==> src/core/option_cfg_pkg.sv <==
// Constants, field layout, bus map and state types for the option bytes.
//Contract
//- The option word has no bus address and is reached only in prog mode.
//- The option word may be written once; later writes are refused.
//- An unprogrammed part holds 00h in the option word.
//- A mask part has a fixed word and refuses any read of it.
//- Bit 9 low forbids stop with watchdog; high allows it if NMI is high.
//- Bit 8 switches the low-voltage detector off or on.
//- Bit 7 high blocks external readout of program memory.
//- Bit 6 picks crystal-type (0) or RC (1) main oscillator.
//- Bit 3 connects the NMI pin pull-up.
//- Bit 1 high keeps the watchdog on; low leaves it to software.
//- Bit 0 enables the oscillator safeguard.
package option_cfg_pkg;
  localparam int unsigned CFG_W          = 16;
  localparam int unsigned ADDR_W         = 4;
  localparam int unsigned DATA_W         = 32;
  localparam int unsigned BE_W           = 4;
  localparam logic [15:0] SHIPPED_VALUE  = 16'h0000;
  localparam logic [15:0] RESERVED_MASK  = 16'hfc34;
  localparam logic [15:0] RESERVED_ONES  = 16'h0414;
  localparam logic [15:0] MASK_DEFAULT   = 16'h0414;
  localparam int unsigned STOP_SWE_BIT   = 9;
  localparam int unsigned DETECT_BIT     = 8;
  localparam int unsigned READOUT_BIT    = 7;
  localparam int unsigned CLK_SEL_BIT    = 6;
  localparam int unsigned PULLUP_BIT     = 3;
  localparam int unsigned HW_WDOG_BIT    = 1;
  localparam int unsigned SAFEGUARD_BIT  = 0;
  localparam logic [3:0]  CTRL_OFFSET    = 4'h0;
  localparam logic [3:0]  STATUS_OFFSET  = 4'h4;
  localparam int unsigned CTRL_WDOG_BIT  = 0;
  localparam int unsigned CTRL_STOP_BIT  = 1;
  localparam int unsigned STAT_WDOG_BIT  = 0;
  localparam int unsigned STAT_STOP_BIT  = 1;
  localparam int unsigned STAT_VALID_BIT = 2;
  localparam int unsigned LANE0          = 0;

  typedef enum logic [1:0] {
    ST_LOAD = 2'h0,
    ST_RUN  = 2'h1,
    ST_PROG = 2'h3
  } phase_type;

  function automatic logic reg_hit(input logic [3:0] addr,
                                   input logic [3:0] offset);
    return addr == offset;
  endfunction

  // Reserved positions carry no meaning, so they are forced to their
  // fixed pattern whatever the tool left in them.
  function automatic logic [15:0] clean_cfg(input logic [15:0] raw);
    return (raw & ~RESERVED_MASK) | RESERVED_ONES;
  endfunction
endpackage

==> src/core/otp_store.sv <==
// One-time-programmable store for the option word with registered read.
`timescale 1ns/1ps
module otp_store
  import option_cfg_pkg::*;
(
  input  wire logic             sys_clk,
  input  wire logic             otp_blank,
  input  wire logic             we,
  input  wire logic [CFG_W-1:0] wdata,
  output logic      [CFG_W-1:0] rdata,
  output logic                  locked
);
  typedef struct packed {
    logic [CFG_W-1:0] cells;
    logic             locked;
    logic [CFG_W-1:0] rdata;
  } state_type;

  localparam state_type STATE_RESET = '{
    cells: SHIPPED_VALUE, locked: 1'b0, rdata: SHIPPED_VALUE};

  state_type s_q;
  state_type s_d;

  // Fuse cells survive the system reset; only a blank die clears them.
  always_comb
  begin
    s_d = s_q;
    s_d.rdata = s_q.cells;
    if (we && !s_q.locked)
    begin
      s_d.cells  = wdata;
      s_d.locked = 1'b1;
    end
  end

  always_ff @(posedge sys_clk or posedge otp_blank)
  begin
    if (otp_blank)
      s_q <= STATE_RESET;
    else
      s_q <= s_d;
  end

  assign rdata  = s_q.rdata;
  assign locked = s_q.locked;

  shipped_blank_a: assert property (
    @(posedge sys_clk) disable iff (otp_blank)
    !s_q.locked |-> ##1 rdata == SHIPPED_VALUE)
    else $error("blank store does not read as shipped value");

  write_once_a: assert property (
    @(posedge sys_clk) disable iff (otp_blank)
    s_q.locked |=> s_q.cells == $past(s_q.cells) && s_q.locked)
    else $error("locked option cells changed");
endmodule // otp_store

==> src/core/stop_gate.sv <==
// Watchdog enable and stop-mode permission derived from the option word.
`timescale 1ns/1ps
module stop_gate
(
  input  wire logic sys_clk,
  input  wire logic rst,
  input  wire logic hw_select,
  input  wire logic stop_swe,
  input  wire logic sw_enable,
  input  wire logic stop_req,
  input  wire logic nmi_level,
  output logic      watchdog_active,
  output logic      stop_grant
);
  typedef struct packed {
    logic wdog;
    logic grant;
  } state_type;

  localparam state_type STATE_RESET = '{wdog: 1'b0, grant: 1'b0};

  state_type s_q;
  state_type s_d;

  always_comb
  begin
    s_d = s_q;
    s_d.wdog  = hw_select | sw_enable;
    s_d.grant = stop_req & (~s_d.wdog | (stop_swe & nmi_level));
  end

  always_ff @(posedge sys_clk or posedge rst)
  begin
    if (rst)
      s_q <= STATE_RESET;
    else
      s_q <= s_d;
  end

  assign watchdog_active = s_q.wdog;
  assign stop_grant      = s_q.grant;

  wdog_forced_a: assert property (
    @(posedge sys_clk) disable iff (rst)
    hw_select |=> watchdog_active)
    else $error("hardware watchdog not active");

  stop_blocked_a: assert property (
    @(posedge sys_clk) disable iff (rst)
    stop_grant |-> $past(stop_req) &&
      (!watchdog_active || ($past(stop_swe) && $past(nmi_level))))
    else $error("stop granted with watchdog running");

  stop_wdog_c: cover property (
    @(posedge sys_clk) disable iff (rst)
    stop_grant && watchdog_active);
endmodule // stop_gate

==> src/core/option_byte_config.sv <==
// Option word loader: programming port, reset latch and Avalon-MM control.
`timescale 1ns/1ps
module option_byte_config
  import option_cfg_pkg::*;
#(
  parameter logic             MASK_ROM    = 1'b0,
  parameter logic [CFG_W-1:0] MASK_CONFIG = MASK_DEFAULT
)
(
  input  wire logic              sys_clk,
  input  wire logic              rst,
  input  wire logic              otp_blank,
  input  wire logic [ADDR_W-1:0] address,
  input  wire logic              read,
  input  wire logic              write,
  input  wire logic [DATA_W-1:0] writedata,
  input  wire logic [BE_W-1:0]   byteenable,
  output logic      [DATA_W-1:0] readdata,
  output logic                   waitrequest,
  input  wire logic              prog_mode,
  input  wire logic              prog_write,
  input  wire logic              prog_read,
  input  wire logic [CFG_W-1:0]  prog_wdata,
  output logic      [CFG_W-1:0]  prog_rdata,
  output logic                   prog_done,
  output logic                   prog_reject,
  input  wire logic              nmi_level,
  output logic                   watchdog_active,
  output logic                   stop_grant,
  output logic                   config_valid,
  output logic                   stop_with_watchdog_enable,
  output logic                   low_voltage_detect_enable,
  output logic                   readout_lock,
  output logic                   ext_readout_allow,
  output logic                   clock_source_select,
  output logic                   nonmaskable_pullup_enable,
  output logic                   hardware_watchdog_select,
  output logic                   safeguard_enable
);
  ////////////////////////////////////////////////////////////////////////
  typedef struct packed {
    phase_type         phase;
    logic [CFG_W-1:0]  cfg;
    logic              wdog_sw;
    logic              stop_req;
    logic              waitreq;
    logic [DATA_W-1:0] rdata;
    logic [CFG_W-1:0]  prog_rdata;
    logic              prog_done;
    logic              prog_reject;
    logic              readout_ok;
    logic              valid;
    logic              otp_we;
    logic [CFG_W-1:0]  otp_wdata;
  } state_type;

  localparam state_type STATE_RESET = '{
    phase:       ST_LOAD,
    cfg:         SHIPPED_VALUE,
    wdog_sw:     1'b0,
    stop_req:    1'b0,
    waitreq:     1'b1,
    rdata:       '0,
    prog_rdata:  '0,
    prog_done:   1'b0,
    prog_reject: 1'b0,
    readout_ok:  1'b0,
    valid:       1'b0,
    otp_we:      1'b0,
    otp_wdata:   '0};

  state_type         s_q;
  state_type         s_d;
  logic [CFG_W-1:0]  otp_rdata;
  logic              otp_locked;
  logic [DATA_W-1:0] read_value;
  logic              running;

  ////////////////////////////////////////////////////////////////////////
  otp_store u_store
  (
    .sys_clk   (sys_clk),
    .otp_blank (otp_blank),
    .we        (s_q.otp_we),
    .wdata     (s_q.otp_wdata),
    .rdata     (otp_rdata),
    .locked    (otp_locked)
  );

  stop_gate u_gate
  (
    .sys_clk         (sys_clk),
    .rst             (rst),
    .hw_select       (s_q.cfg[HW_WDOG_BIT]),
    .stop_swe        (s_q.cfg[STOP_SWE_BIT]),
    .sw_enable       (s_q.wdog_sw),
    .stop_req        (s_q.stop_req),
    .nmi_level       (nmi_level),
    .watchdog_active (watchdog_active),
    .stop_grant      (stop_grant)
  );

  assign running = s_q.phase != ST_LOAD;

  ////////////////////////////////////////////////////////////////////////
  // The bus view carries control and live status only; the option word
  // itself is never placed on it.
  always_comb
  begin
    read_value = '0;
    if (reg_hit(address, CTRL_OFFSET))
    begin
      read_value[CTRL_WDOG_BIT] = s_q.wdog_sw;
      read_value[CTRL_STOP_BIT] = s_q.stop_req;
    end
    else if (reg_hit(address, STATUS_OFFSET))
    begin
      read_value[STAT_WDOG_BIT]  = watchdog_active;
      read_value[STAT_STOP_BIT]  = stop_grant;
      read_value[STAT_VALID_BIT] = running;
    end
  end

  always_comb
  begin
    s_d = s_q;
    s_d.prog_done   = 1'b0;
    s_d.prog_reject = 1'b0;
    s_d.otp_we      = 1'b0;
    s_d.readout_ok  = prog_mode & running &
                      ~s_q.cfg[READOUT_BIT];
    case (s_q.phase)
      ST_LOAD:
      begin
        // A newly programmed word only takes effect at the next reset.
        if (MASK_ROM)
          s_d.cfg = clean_cfg(MASK_CONFIG);
        else
          s_d.cfg = clean_cfg(otp_rdata);
        s_d.phase = ST_RUN;
        s_d.valid = 1'b1;
      end
      ST_RUN:
      begin
        if (prog_mode && prog_write)
        begin
          if (MASK_ROM || otp_locked)
            s_d.prog_reject = 1'b1;
          else
          begin
            s_d.otp_we    = 1'b1;
            s_d.otp_wdata = prog_wdata;
            s_d.phase     = ST_PROG;
          end
        end
        else if (prog_mode && prog_read)
        begin
          if (MASK_ROM)
            s_d.prog_reject = 1'b1;
          else
          begin
            s_d.prog_rdata = otp_rdata;
            s_d.prog_done  = 1'b1;
          end
        end
      end
      ST_PROG:
      begin
        s_d.prog_done = 1'b1;
        s_d.phase     = ST_RUN;
      end
      default:
      begin
        s_d.phase = ST_LOAD;
        s_d.valid = 1'b0;
      end
    endcase

    // Two-cycle slave: waitrequest drops for one cycle per access.
    if ((read || write) && s_q.waitreq)
    begin
      s_d.waitreq = 1'b0;
      s_d.rdata   = read ? read_value : '0;
    end
    else if (!s_q.waitreq)
    begin
      s_d.waitreq = 1'b1;
      if (write && byteenable[LANE0] && reg_hit(address, CTRL_OFFSET))
      begin
        // Software may start the watchdog but never stop it.
        s_d.wdog_sw  = s_q.wdog_sw | writedata[CTRL_WDOG_BIT];
        s_d.stop_req = writedata[CTRL_STOP_BIT];
      end
    end
  end

  always_ff @(posedge sys_clk or posedge rst)
  begin
    if (rst)
      s_q <= STATE_RESET;
    else
      s_q <= s_d;
  end

  ////////////////////////////////////////////////////////////////////////
  assign readdata                  = s_q.rdata;
  assign waitrequest               = s_q.waitreq;
  assign prog_rdata                = s_q.prog_rdata;
  assign prog_done                 = s_q.prog_done;
  assign prog_reject               = s_q.prog_reject;
  assign config_valid              = s_q.valid;
  assign stop_with_watchdog_enable = s_q.cfg[STOP_SWE_BIT];
  assign low_voltage_detect_enable = s_q.cfg[DETECT_BIT];
  assign readout_lock              = s_q.cfg[READOUT_BIT];
  assign ext_readout_allow         = s_q.readout_ok;
  assign clock_source_select       = s_q.cfg[CLK_SEL_BIT];
  assign nonmaskable_pullup_enable = s_q.cfg[PULLUP_BIT];
  assign hardware_watchdog_select  = s_q.cfg[HW_WDOG_BIT];
  assign safeguard_enable          = s_q.cfg[SAFEGUARD_BIT];

  ////////////////////////////////////////////////////////////////////////
  cfg_hold_a: assert property (
    @(posedge sys_clk) disable iff (rst)
    running && $past(running) |-> s_q.cfg == $past(s_q.cfg))
    else $error("option word changed during operation");

  // The release edge itself is skipped through the sampled reset, since
  // the load only happens one edge after rst has gone away.
  cfg_load_a: assert property (
    @(posedge sys_clk) disable iff (rst)
    !$past(running) && !$past(rst) |-> running && config_valid &&
      s_q.cfg == clean_cfg(MASK_ROM ? MASK_CONFIG : $past(otp_rdata)))
    else $error("option word not latched after reset");

  prog_gated_a: assert property (
    @(posedge sys_clk) disable iff (rst)
    (s_q.phase == ST_RUN) && !prog_mode |=>
      !prog_done && !prog_reject && !s_q.otp_we)
    else $error("option access outside programming mode");

  bus_hidden_a: assert property (
    @(posedge sys_clk) disable iff (rst)
    !waitrequest && read && reg_hit(address, STATUS_OFFSET) |->
      readdata[CFG_W-1:STAT_VALID_BIT+1] == '0)
    else $error("option bits visible on the bus");

  lock_reject_a: assert property (
    @(posedge sys_clk) disable iff (rst)
    (s_q.phase == ST_RUN) && prog_mode && prog_write && otp_locked |=>
      prog_reject && !s_q.otp_we ##1 !prog_done)
    else $error("write to a programmed option word accepted");

  mask_read_a: assert property (
    @(posedge sys_clk) disable iff (rst)
    MASK_ROM && (s_q.phase == ST_RUN) && prog_mode && !prog_write &&
      prog_read |=> prog_reject && !prog_done && prog_rdata == '0)
    else $error("mask part returned its option word");

  detector_follow_a: assert property (
    @(posedge sys_clk) disable iff (rst)
    $rose(running) && !MASK_ROM |->
      low_voltage_detect_enable == $past(otp_rdata[DETECT_BIT]))
    else $error("detector enable not taken from option word");

  readout_block_a: assert property (
    @(posedge sys_clk) disable iff (rst)
    ext_readout_allow |-> !readout_lock && $past(prog_mode))
    else $error("readout allowed while protected");

  readout_open_a: assert property (
    @(posedge sys_clk) disable iff (rst)
    $past(prog_mode) && $past(running) && !readout_lock |->
      ext_readout_allow)
    else $error("readout refused while unprotected");

  osc_select_a: assert property (
    @(posedge sys_clk) disable iff (rst)
    $rose(running) && !MASK_ROM |->
      clock_source_select == $past(otp_rdata[CLK_SEL_BIT]))
    else $error("oscillator select not taken from option word");

  pullup_follow_a: assert property (
    @(posedge sys_clk) disable iff (rst)
    $rose(running) && !MASK_ROM |->
      nonmaskable_pullup_enable == $past(otp_rdata[PULLUP_BIT]))
    else $error("pull-up enable not taken from option word");

  guard_follow_a: assert property (
    @(posedge sys_clk) disable iff (rst)
    $rose(running) && !MASK_ROM |->
      safeguard_enable == $past(otp_rdata[SAFEGUARD_BIT]))
    else $error("safeguard enable not taken from option word");

  bus_answer_a: assert property (
    @(posedge sys_clk) disable iff (rst)
    (read || write) && waitrequest |=> !waitrequest ##1 waitrequest)
    else $error("bus access not answered in one cycle");

  sw_dog_sticky_a: assert property (
    @(posedge sys_clk) disable iff (rst)
    s_q.wdog_sw |=> s_q.wdog_sw)
    else $error("software watchdog enable was cleared");

  prog_accept_c: cover property (
    @(posedge sys_clk) disable iff (rst)
    s_q.otp_we ##1 prog_done);

  prog_refuse_c: cover property (
    @(posedge sys_clk) disable iff (rst)
    prog_reject);

  bus_write_c: cover property (
    @(posedge sys_clk) disable iff (rst)
    write && !waitrequest && reg_hit(address, CTRL_OFFSET));
endmodule // option_byte_config

==> config.mk <==
export PLATFORM = sky130hd
export DESIGN_NAME = option_byte_config
export DESIGN_NICKNAME = d
export VERILOG_FILES = /design/src/core/option_cfg_pkg.sv /design/src/core/otp_store.sv /design/src/core/stop_gate.sv /design/src/core/option_byte_config.sv
export SDC_FILE = /design/constraint.sdc
export NUM_CORES = 1
export LEC_CHECK = 0
export BUFFER_PORTS_ARGS = -buffer_cell sky130_fd_sc_hd__buf_2
export CAP_MARGIN = 20
export CORE_ASPECT_RATIO = 1.5
export CORE_MARGIN = 2
export CORE_UTILIZATION = 50
export CTS_CLUSTER_SIZE = 8
export DETAILED_ROUTE_END_ITERATION = 12
export PLACE_DENSITY_LB_ADDON = 0.1
export REMOVE_ABC_BUFFERS = 1
export SETUP_SLACK_MARGIN = 0.4
export SYNTH_ARGS = -nofsm -noshare
export SYNTH_HDL_FRONTEND = slang
export SYNTH_SLANG_ARGS = --single-unit
==> constraint.sdc <==
create_clock -name sys_clk -period 2.8 [get_ports sys_clk]
set_input_delay 0.56 -clock sys_clk [delete_from_list [all_inputs] [get_ports sys_clk]]
set_output_delay 0.56 -clock sys_clk [all_outputs]
set_load 0.01 [all_outputs]
Yosys cells after proc, flatten, opt, wreduce, memory -nomap -nowiden
Cells that the tools add are included.
- add/sub/neg operators: 0
- multipliers: 0
- divide/modulo/power cells: 0
- magnitude comparators: 0
- equality and inequality tests: 5
- shift operators: 0
- multiplexer cells: 18
- bitwise logic cells: 13
- reductions and logical operators: 17
- operators with widths (operator ; count):
    17-bit two-way mux ; 3
    3-bit AND reduction ; 3
    1-bit two-way mux ; 7
    1-bit logical AND ; 6
    2-bit two-way mux ; 3
    3-bit two-way mux ; 2
    1-bit NOT ; 6
    1-bit bitwise AND ; 4
    4-bit by 3-bit == test with 1-bit output, second input constant ; 1
    4-bit zero test ; 1
    2-bit inequality test, second input constant ; 2
    1-bit one-hot mux with 2 select lines ; 2
    2-bit one-hot mux with 2 select lines ; 1
    2-bit OR reduction ; 2
    1-bit OR ; 3
    2-bit by 1-bit == test with 1-bit output, second input constant ; 1
    2-bit == test, second input constant ; 1
    2-bit zero test ; 1
    2-bit AND reduction ; 1
    2-bit nonzero test ; 1
    1-bit zero test ; 1
    1-bit logical OR ; 1
- register bits: 118
- bits in latches: 0
- memory bits (writable): 0
- ROM bits: 0
- input bits: 65
- output and inout port bits: 62
- memories: 0

Logic depth before layout (Yosys ltp)
- word-level depth: 4
- depth in mapped cells: 4

By module
Synthesis repeated with hierarchy kept, for this count alone.
- cell total of the unflattened synthesis: 233
- area, all modules: 3548.4 um2
- by module, submodules not included (module ; times used ; cells each ; area each (um2) ; sequential area each (um2)):
    option_byte_config ; 1 ; 173 ; 2372.3 ; 1302.5
    otp_store ; 1 ; 54 ; 1098.6 ; 825.8
    stop_gate ; 1 ; 6 ; 77.6 ; 50.0

Worst setup path after synthesis
OpenSTA, ideal clock, no wires.
- path type: in2reg
- start point: in prog_write
- end point: reg s_q (netlist bit prog_rdata[0])
- arrival time: 1478 ps
- data required time: 2675 ps
- slack: 1198 ps
- cell stages on the path: 4
- path buffers: 1
- cell sequence: nand4b_1 -> nor2_4 -> buf_4 -> mux2_2
- longest elaborated chain between the ends: 3
- RTL lines (element ; line ; RTL):
    start: declaration ; option_byte_config.sv:21 ; input wire logic prog_write,
    1-bit logical AND ; option_byte_config.sv:145 ; if (prog_mode && prog_write)
    1-bit NOT (no source line) ; n/a ;
    3-bit AND reduction (no source line) ; n/a ;
    end signal: assignment ; option_byte_config.sv:200 ; s_q <= STATE_RESET;
    end signal: assignment ; option_byte_config.sv:202 ; s_q <= s_d;
    end: declaration ; option_byte_config.sv:72 ; state_type s_q;
No other way between the ends.
A chain may end at the register's enable or synchronous reset.

Worst setup path in the final report
- start point: reg s_q[88] (netlist bit)
- end point: reg s_q (netlist bit prog_rdata[3])
- longest elaborated chain between the ends: 2
- RTL lines (element ; line ; RTL):
    2-bit by 1-bit == test with 1-bit output ; option_byte_config.sv:132 ; case (s_q.phase)
    3-bit AND reduction (no source line) ; n/a ;
No other way between the ends.

==> run summary <==
## Status
* **result of the run** completed

## Timing
* **final worst path period need** 1620 ps
* **final setup vio count** 0
* **number of hold violations in the final report** 0
* **Hold WS** 280.0 ps
* **number of pins exceeding their max-slew limit in the final report** 0
* **Max Clock Freq** 617.3 MHz
* **RSZ-0062 raised after global routing** no
* **relative slew slack** 0.5357
* **post-route setup slack** 1180 ps
* **final worst path period share** 0.5785
* **largest clock skew in the final design** 8.395 ps
* **transition at the pin with the smallest max-transition slack** 696.4 ps
* **setup TNS** 0 ps

## Logic synthesis
* **total number of yosys warnings** 0
* **share of synthesized area occupied by flip-flops and latches** 0.6260
* **Gate Count Post-Synth** 231
* **Synth Register Bits** 87
* **biggest area contributors in the synthesized netlist** dfrtp_1 62%, mux2_2 15%, buf_4 11%
* **mean cell area of the mapped netlist** 15.06 um^2
* **top cells by count, synth** 86 x dfrtp_1, 49 x buf_4, 46 x mux2_2, 9 x mux2_4, 6 x nand2_1
* **leading register cell type out of synthesis** dfrtp_1
* **fraction of synthesized cell area taken by the top area cell type** 0.6185
* **Post-synth EDFFs** 0
* **most numerous cell in the Yosys netlist** dfrtp_1
* **FFs w/ async S/R, synth** 1.000
* **cell type contributing the most total cell area after synthesis** dfrtp_1
* **summed instance area of the synthesized netlist** 0.003480 mm^2
* **Unique masters post-synth** 29

## GRT
* **overall overflow remaining after global route** 0
* **number of antenna violations at the first check in global routing** 0
* **maximum number of pins on one net before global-route repair** 55
* **GRT Resource Usage Total** 0.1514
* **global-route wire length before repair** 8.569 mm
* **vias in the first global route** 1,788

## Placed design
* **DP HPWL** 3.385 mm
* **placed instance count** 352
* **RePlAce Congestion** 0.7275
* **PortBufs** 64
* **pre-CTS setup slack** 882.5 ps
* **standard cell area after detailed placement** 0.003632 mm^2

## Worst setup path
* **critical setup path kind** flip-flop to flip-flop
* **CP Data Arrival Time** 1860 ps
* **type of destination of the critical path** flip-flop
* **kind of launch point of the worst setup path** flip-flop
* **slowest library cell on the worst path** nor2_4
* **Worst Path Max Fanout** 17
* **count of buffering cells on the critical path with inverters included** 0
* **Cell Chain, Critical Path** nand4b_1, nor2_4, mux2_2
* **worst setup slack for register-to-register paths** 1180 ps
* **cell family with most CP delay** simple AND/OR/NAND/NOR gates
* **crit-path max cell delay** 470 ps
* **required time at the endpoint of the critical path** 3040 ps

## Clock tree
* **clock root buffer master** clkbuf_8
* **total of hold buffers inserted after clock tree synthesis** 0
* **maximum level of the CTS H-tree** 3
* **clock-pin slew on the worst setup and hold paths** 80 ps
* **Resized Gates After CTS** 0
* **clk buf depth** 2
* **worst-skew pair later-pin latency** 350 ps
* **clock buffers created by TritonCTS** 9
* **Post-CTS Repair Setup Buffers** 0
* **total clock sinks** 87
* **clock tree from TritonCTS** built

## Drt
* **Post-route DRC** 0
* **total wire length after detailed routing** 5.095 mm
* **DR vias/cell** 4.745
* **router iterations before antenna repair** 4
* **highest routed metal layer** met4
* **routed wirelength normalized by instance count** 13.85 um
* **1st-iter DRT viols** 41
* **met3 WL post-DR** 331 um
* **WL met1** 2.098 mm
* **post-detailed-route count of antenna-violating nets** 0
* **total via count after detailed routing** 1,746
* **amount of wire on met2 after detailed routing** 2.551 mm

## Finish
* **Syn-to-layout area delta** 10.46%
* **share of final-layout standard cells stronger than drive strength 1** 0.5138
* **antenna cell count** 0
* **number of cells in the finished layout apart from fillers** 368
* **layout net count** 350
* **fraction of the core area covered by cells at the end of the flow** 0.5648
* **summed area of non-filler cells in the final layout** 0.003844 mm^2

## Floorplanning
* **full die area** 0.007656 mm^2
* **vertical extent of the die** 106.2 um
* **starting density of the core** 0.5113
* **standard cell core area** 0.006805 mm^2
* **total number of placement rows** 37
* **Die X-Extent** 72.12 um
* **count of pins on the block boundary** 127

## Power
* **Peak VDD IR** 0.5104 mV
* **internal power of the cells** 2.608 mW
* **switching component of the power** 880.1 uW
* **switching power as a share of total power** 0.2523
* **overall power consumption** 3.488 mW
* **leakage power of the design** 1.991 nW
* **pwr dens** 907.5 mW/mm^2
* **clock network fraction of design power** 0.264
* **combinational fraction of design power** 0.188
* **sequential share of power** 0.548

## Worst hold path
* **type of the worst min-delay path** input port to asynchronous set/reset pin

## Run
* **number of maximum-capacitance violations** 0

## power by group through the flow
stage	Clock [mW]	Combinational [mW]	Sequential [mW]
floorplan	0	0.403	1.95
CTS	0.947	0.668	1.92
finish	0.921	0.654	1.91
global placement	0	0.652	1.93
global route	1.00	0.727	1.98
detailed placement	0	0.665	1.95
## final cells by class
class                           count  area, um^2
Fill cell                         569        2962
Multi-Input combinational cell    116       994.7
Clock inverter                      7       87.58
Clock buffer                        9       123.9
Inverter                            3       11.26
Tap cell                           78       97.59
Sequential cell                    87        2178
Timing Repair Buffer               68       350.3
## logic make-up (layout without fill, tap and decap cells)
| kind of cell | Yosys count | after routing | synth area share |
|---|---|---|---|
| other | 1 | 29 | 0.001078 |
| flip-flops | 87 | 87 | 0.6260 |
| AO/OA/AOI/OAI | 9 | 9 | 0.01834 |
| AND/OR/NAND/NOR | 20 | 20 | 0.03884 |
| buffers and inverters | 56 | 87 | 0.1190 |
| multiplexers | 58 | 58 | 0.1967 |
## tightest hold or removal path, delay by kind of cell
kind | cells | cell delay [ps]
buffers and inverters | 3 | 500
## final timing paths
path                                            startpoint                               endpoint  cells after the start
worst max-delay path                   s_q[88]$_DFFE_PP0P_              prog_rdata[3]$_DFFE_PP0P_                      3
worst min-delay path                             otp_blank            u_store.s_d[12]$_DFFE_PP0P_                      3
worst max register to register         s_q[88]$_DFFE_PP0P_              prog_rdata[3]$_DFFE_PP0P_                      3
worst min register to register  u_store.s_d[9]$_DFFE_PP0P_             u_store.rdata[9]$_DFF_PP0_                      0
max in group asynchronous                              rst  nonmaskable_pullup_enable$_DFFE_PP0P_                      3
min in group sys_clk            u_store.s_d[9]$_DFFE_PP0P_             u_store.rdata[9]$_DFF_PP0_                      0
## state kept, by name (all words and copies together), names as in the netlist, 3 cells and up
name,cells
readdata,3
s_q,21
u_store.rdata,16
u_store.s_d,16
prog_rdata,16
## routing by layer
| layer | up-vias | GRT usage |
|---|---|---|
| met2 | 56 | 0.2359 |
| met5 | - | 0 |
| li1 | 816 | - |
| met1 | 864 | 0.1821 |
| met3 | 10 | 0.04739 |
| met4 | 0 | 0.08895 |
## cells in the final DEF (no fill, tap or decap), types with 2 or more instances in the layout
master / Yosys / final
nor3_1: 2 / 2
nor3b_1: 2 / 2
buf_4: 49 / 4
a21boi_0: 2 / 2
mux2i_1: 2 / 2
or2_2: 2 / 2
inv_1: 3 / 2
buf_2: 3 / 64
o31ai_1: 3 / 3
mux2_4: 9 / 9
clkinv_2: 0 / 4
mux2_2: 46 / 46
clkbuf_8: 0 / 9
conb_1: 1 / 29
bufinv_16: 0 / 2
dfrtp_1: 86 / 86
nand2_1: 6 / 6
Note: power is estimated with default switching activity, not from simulation.
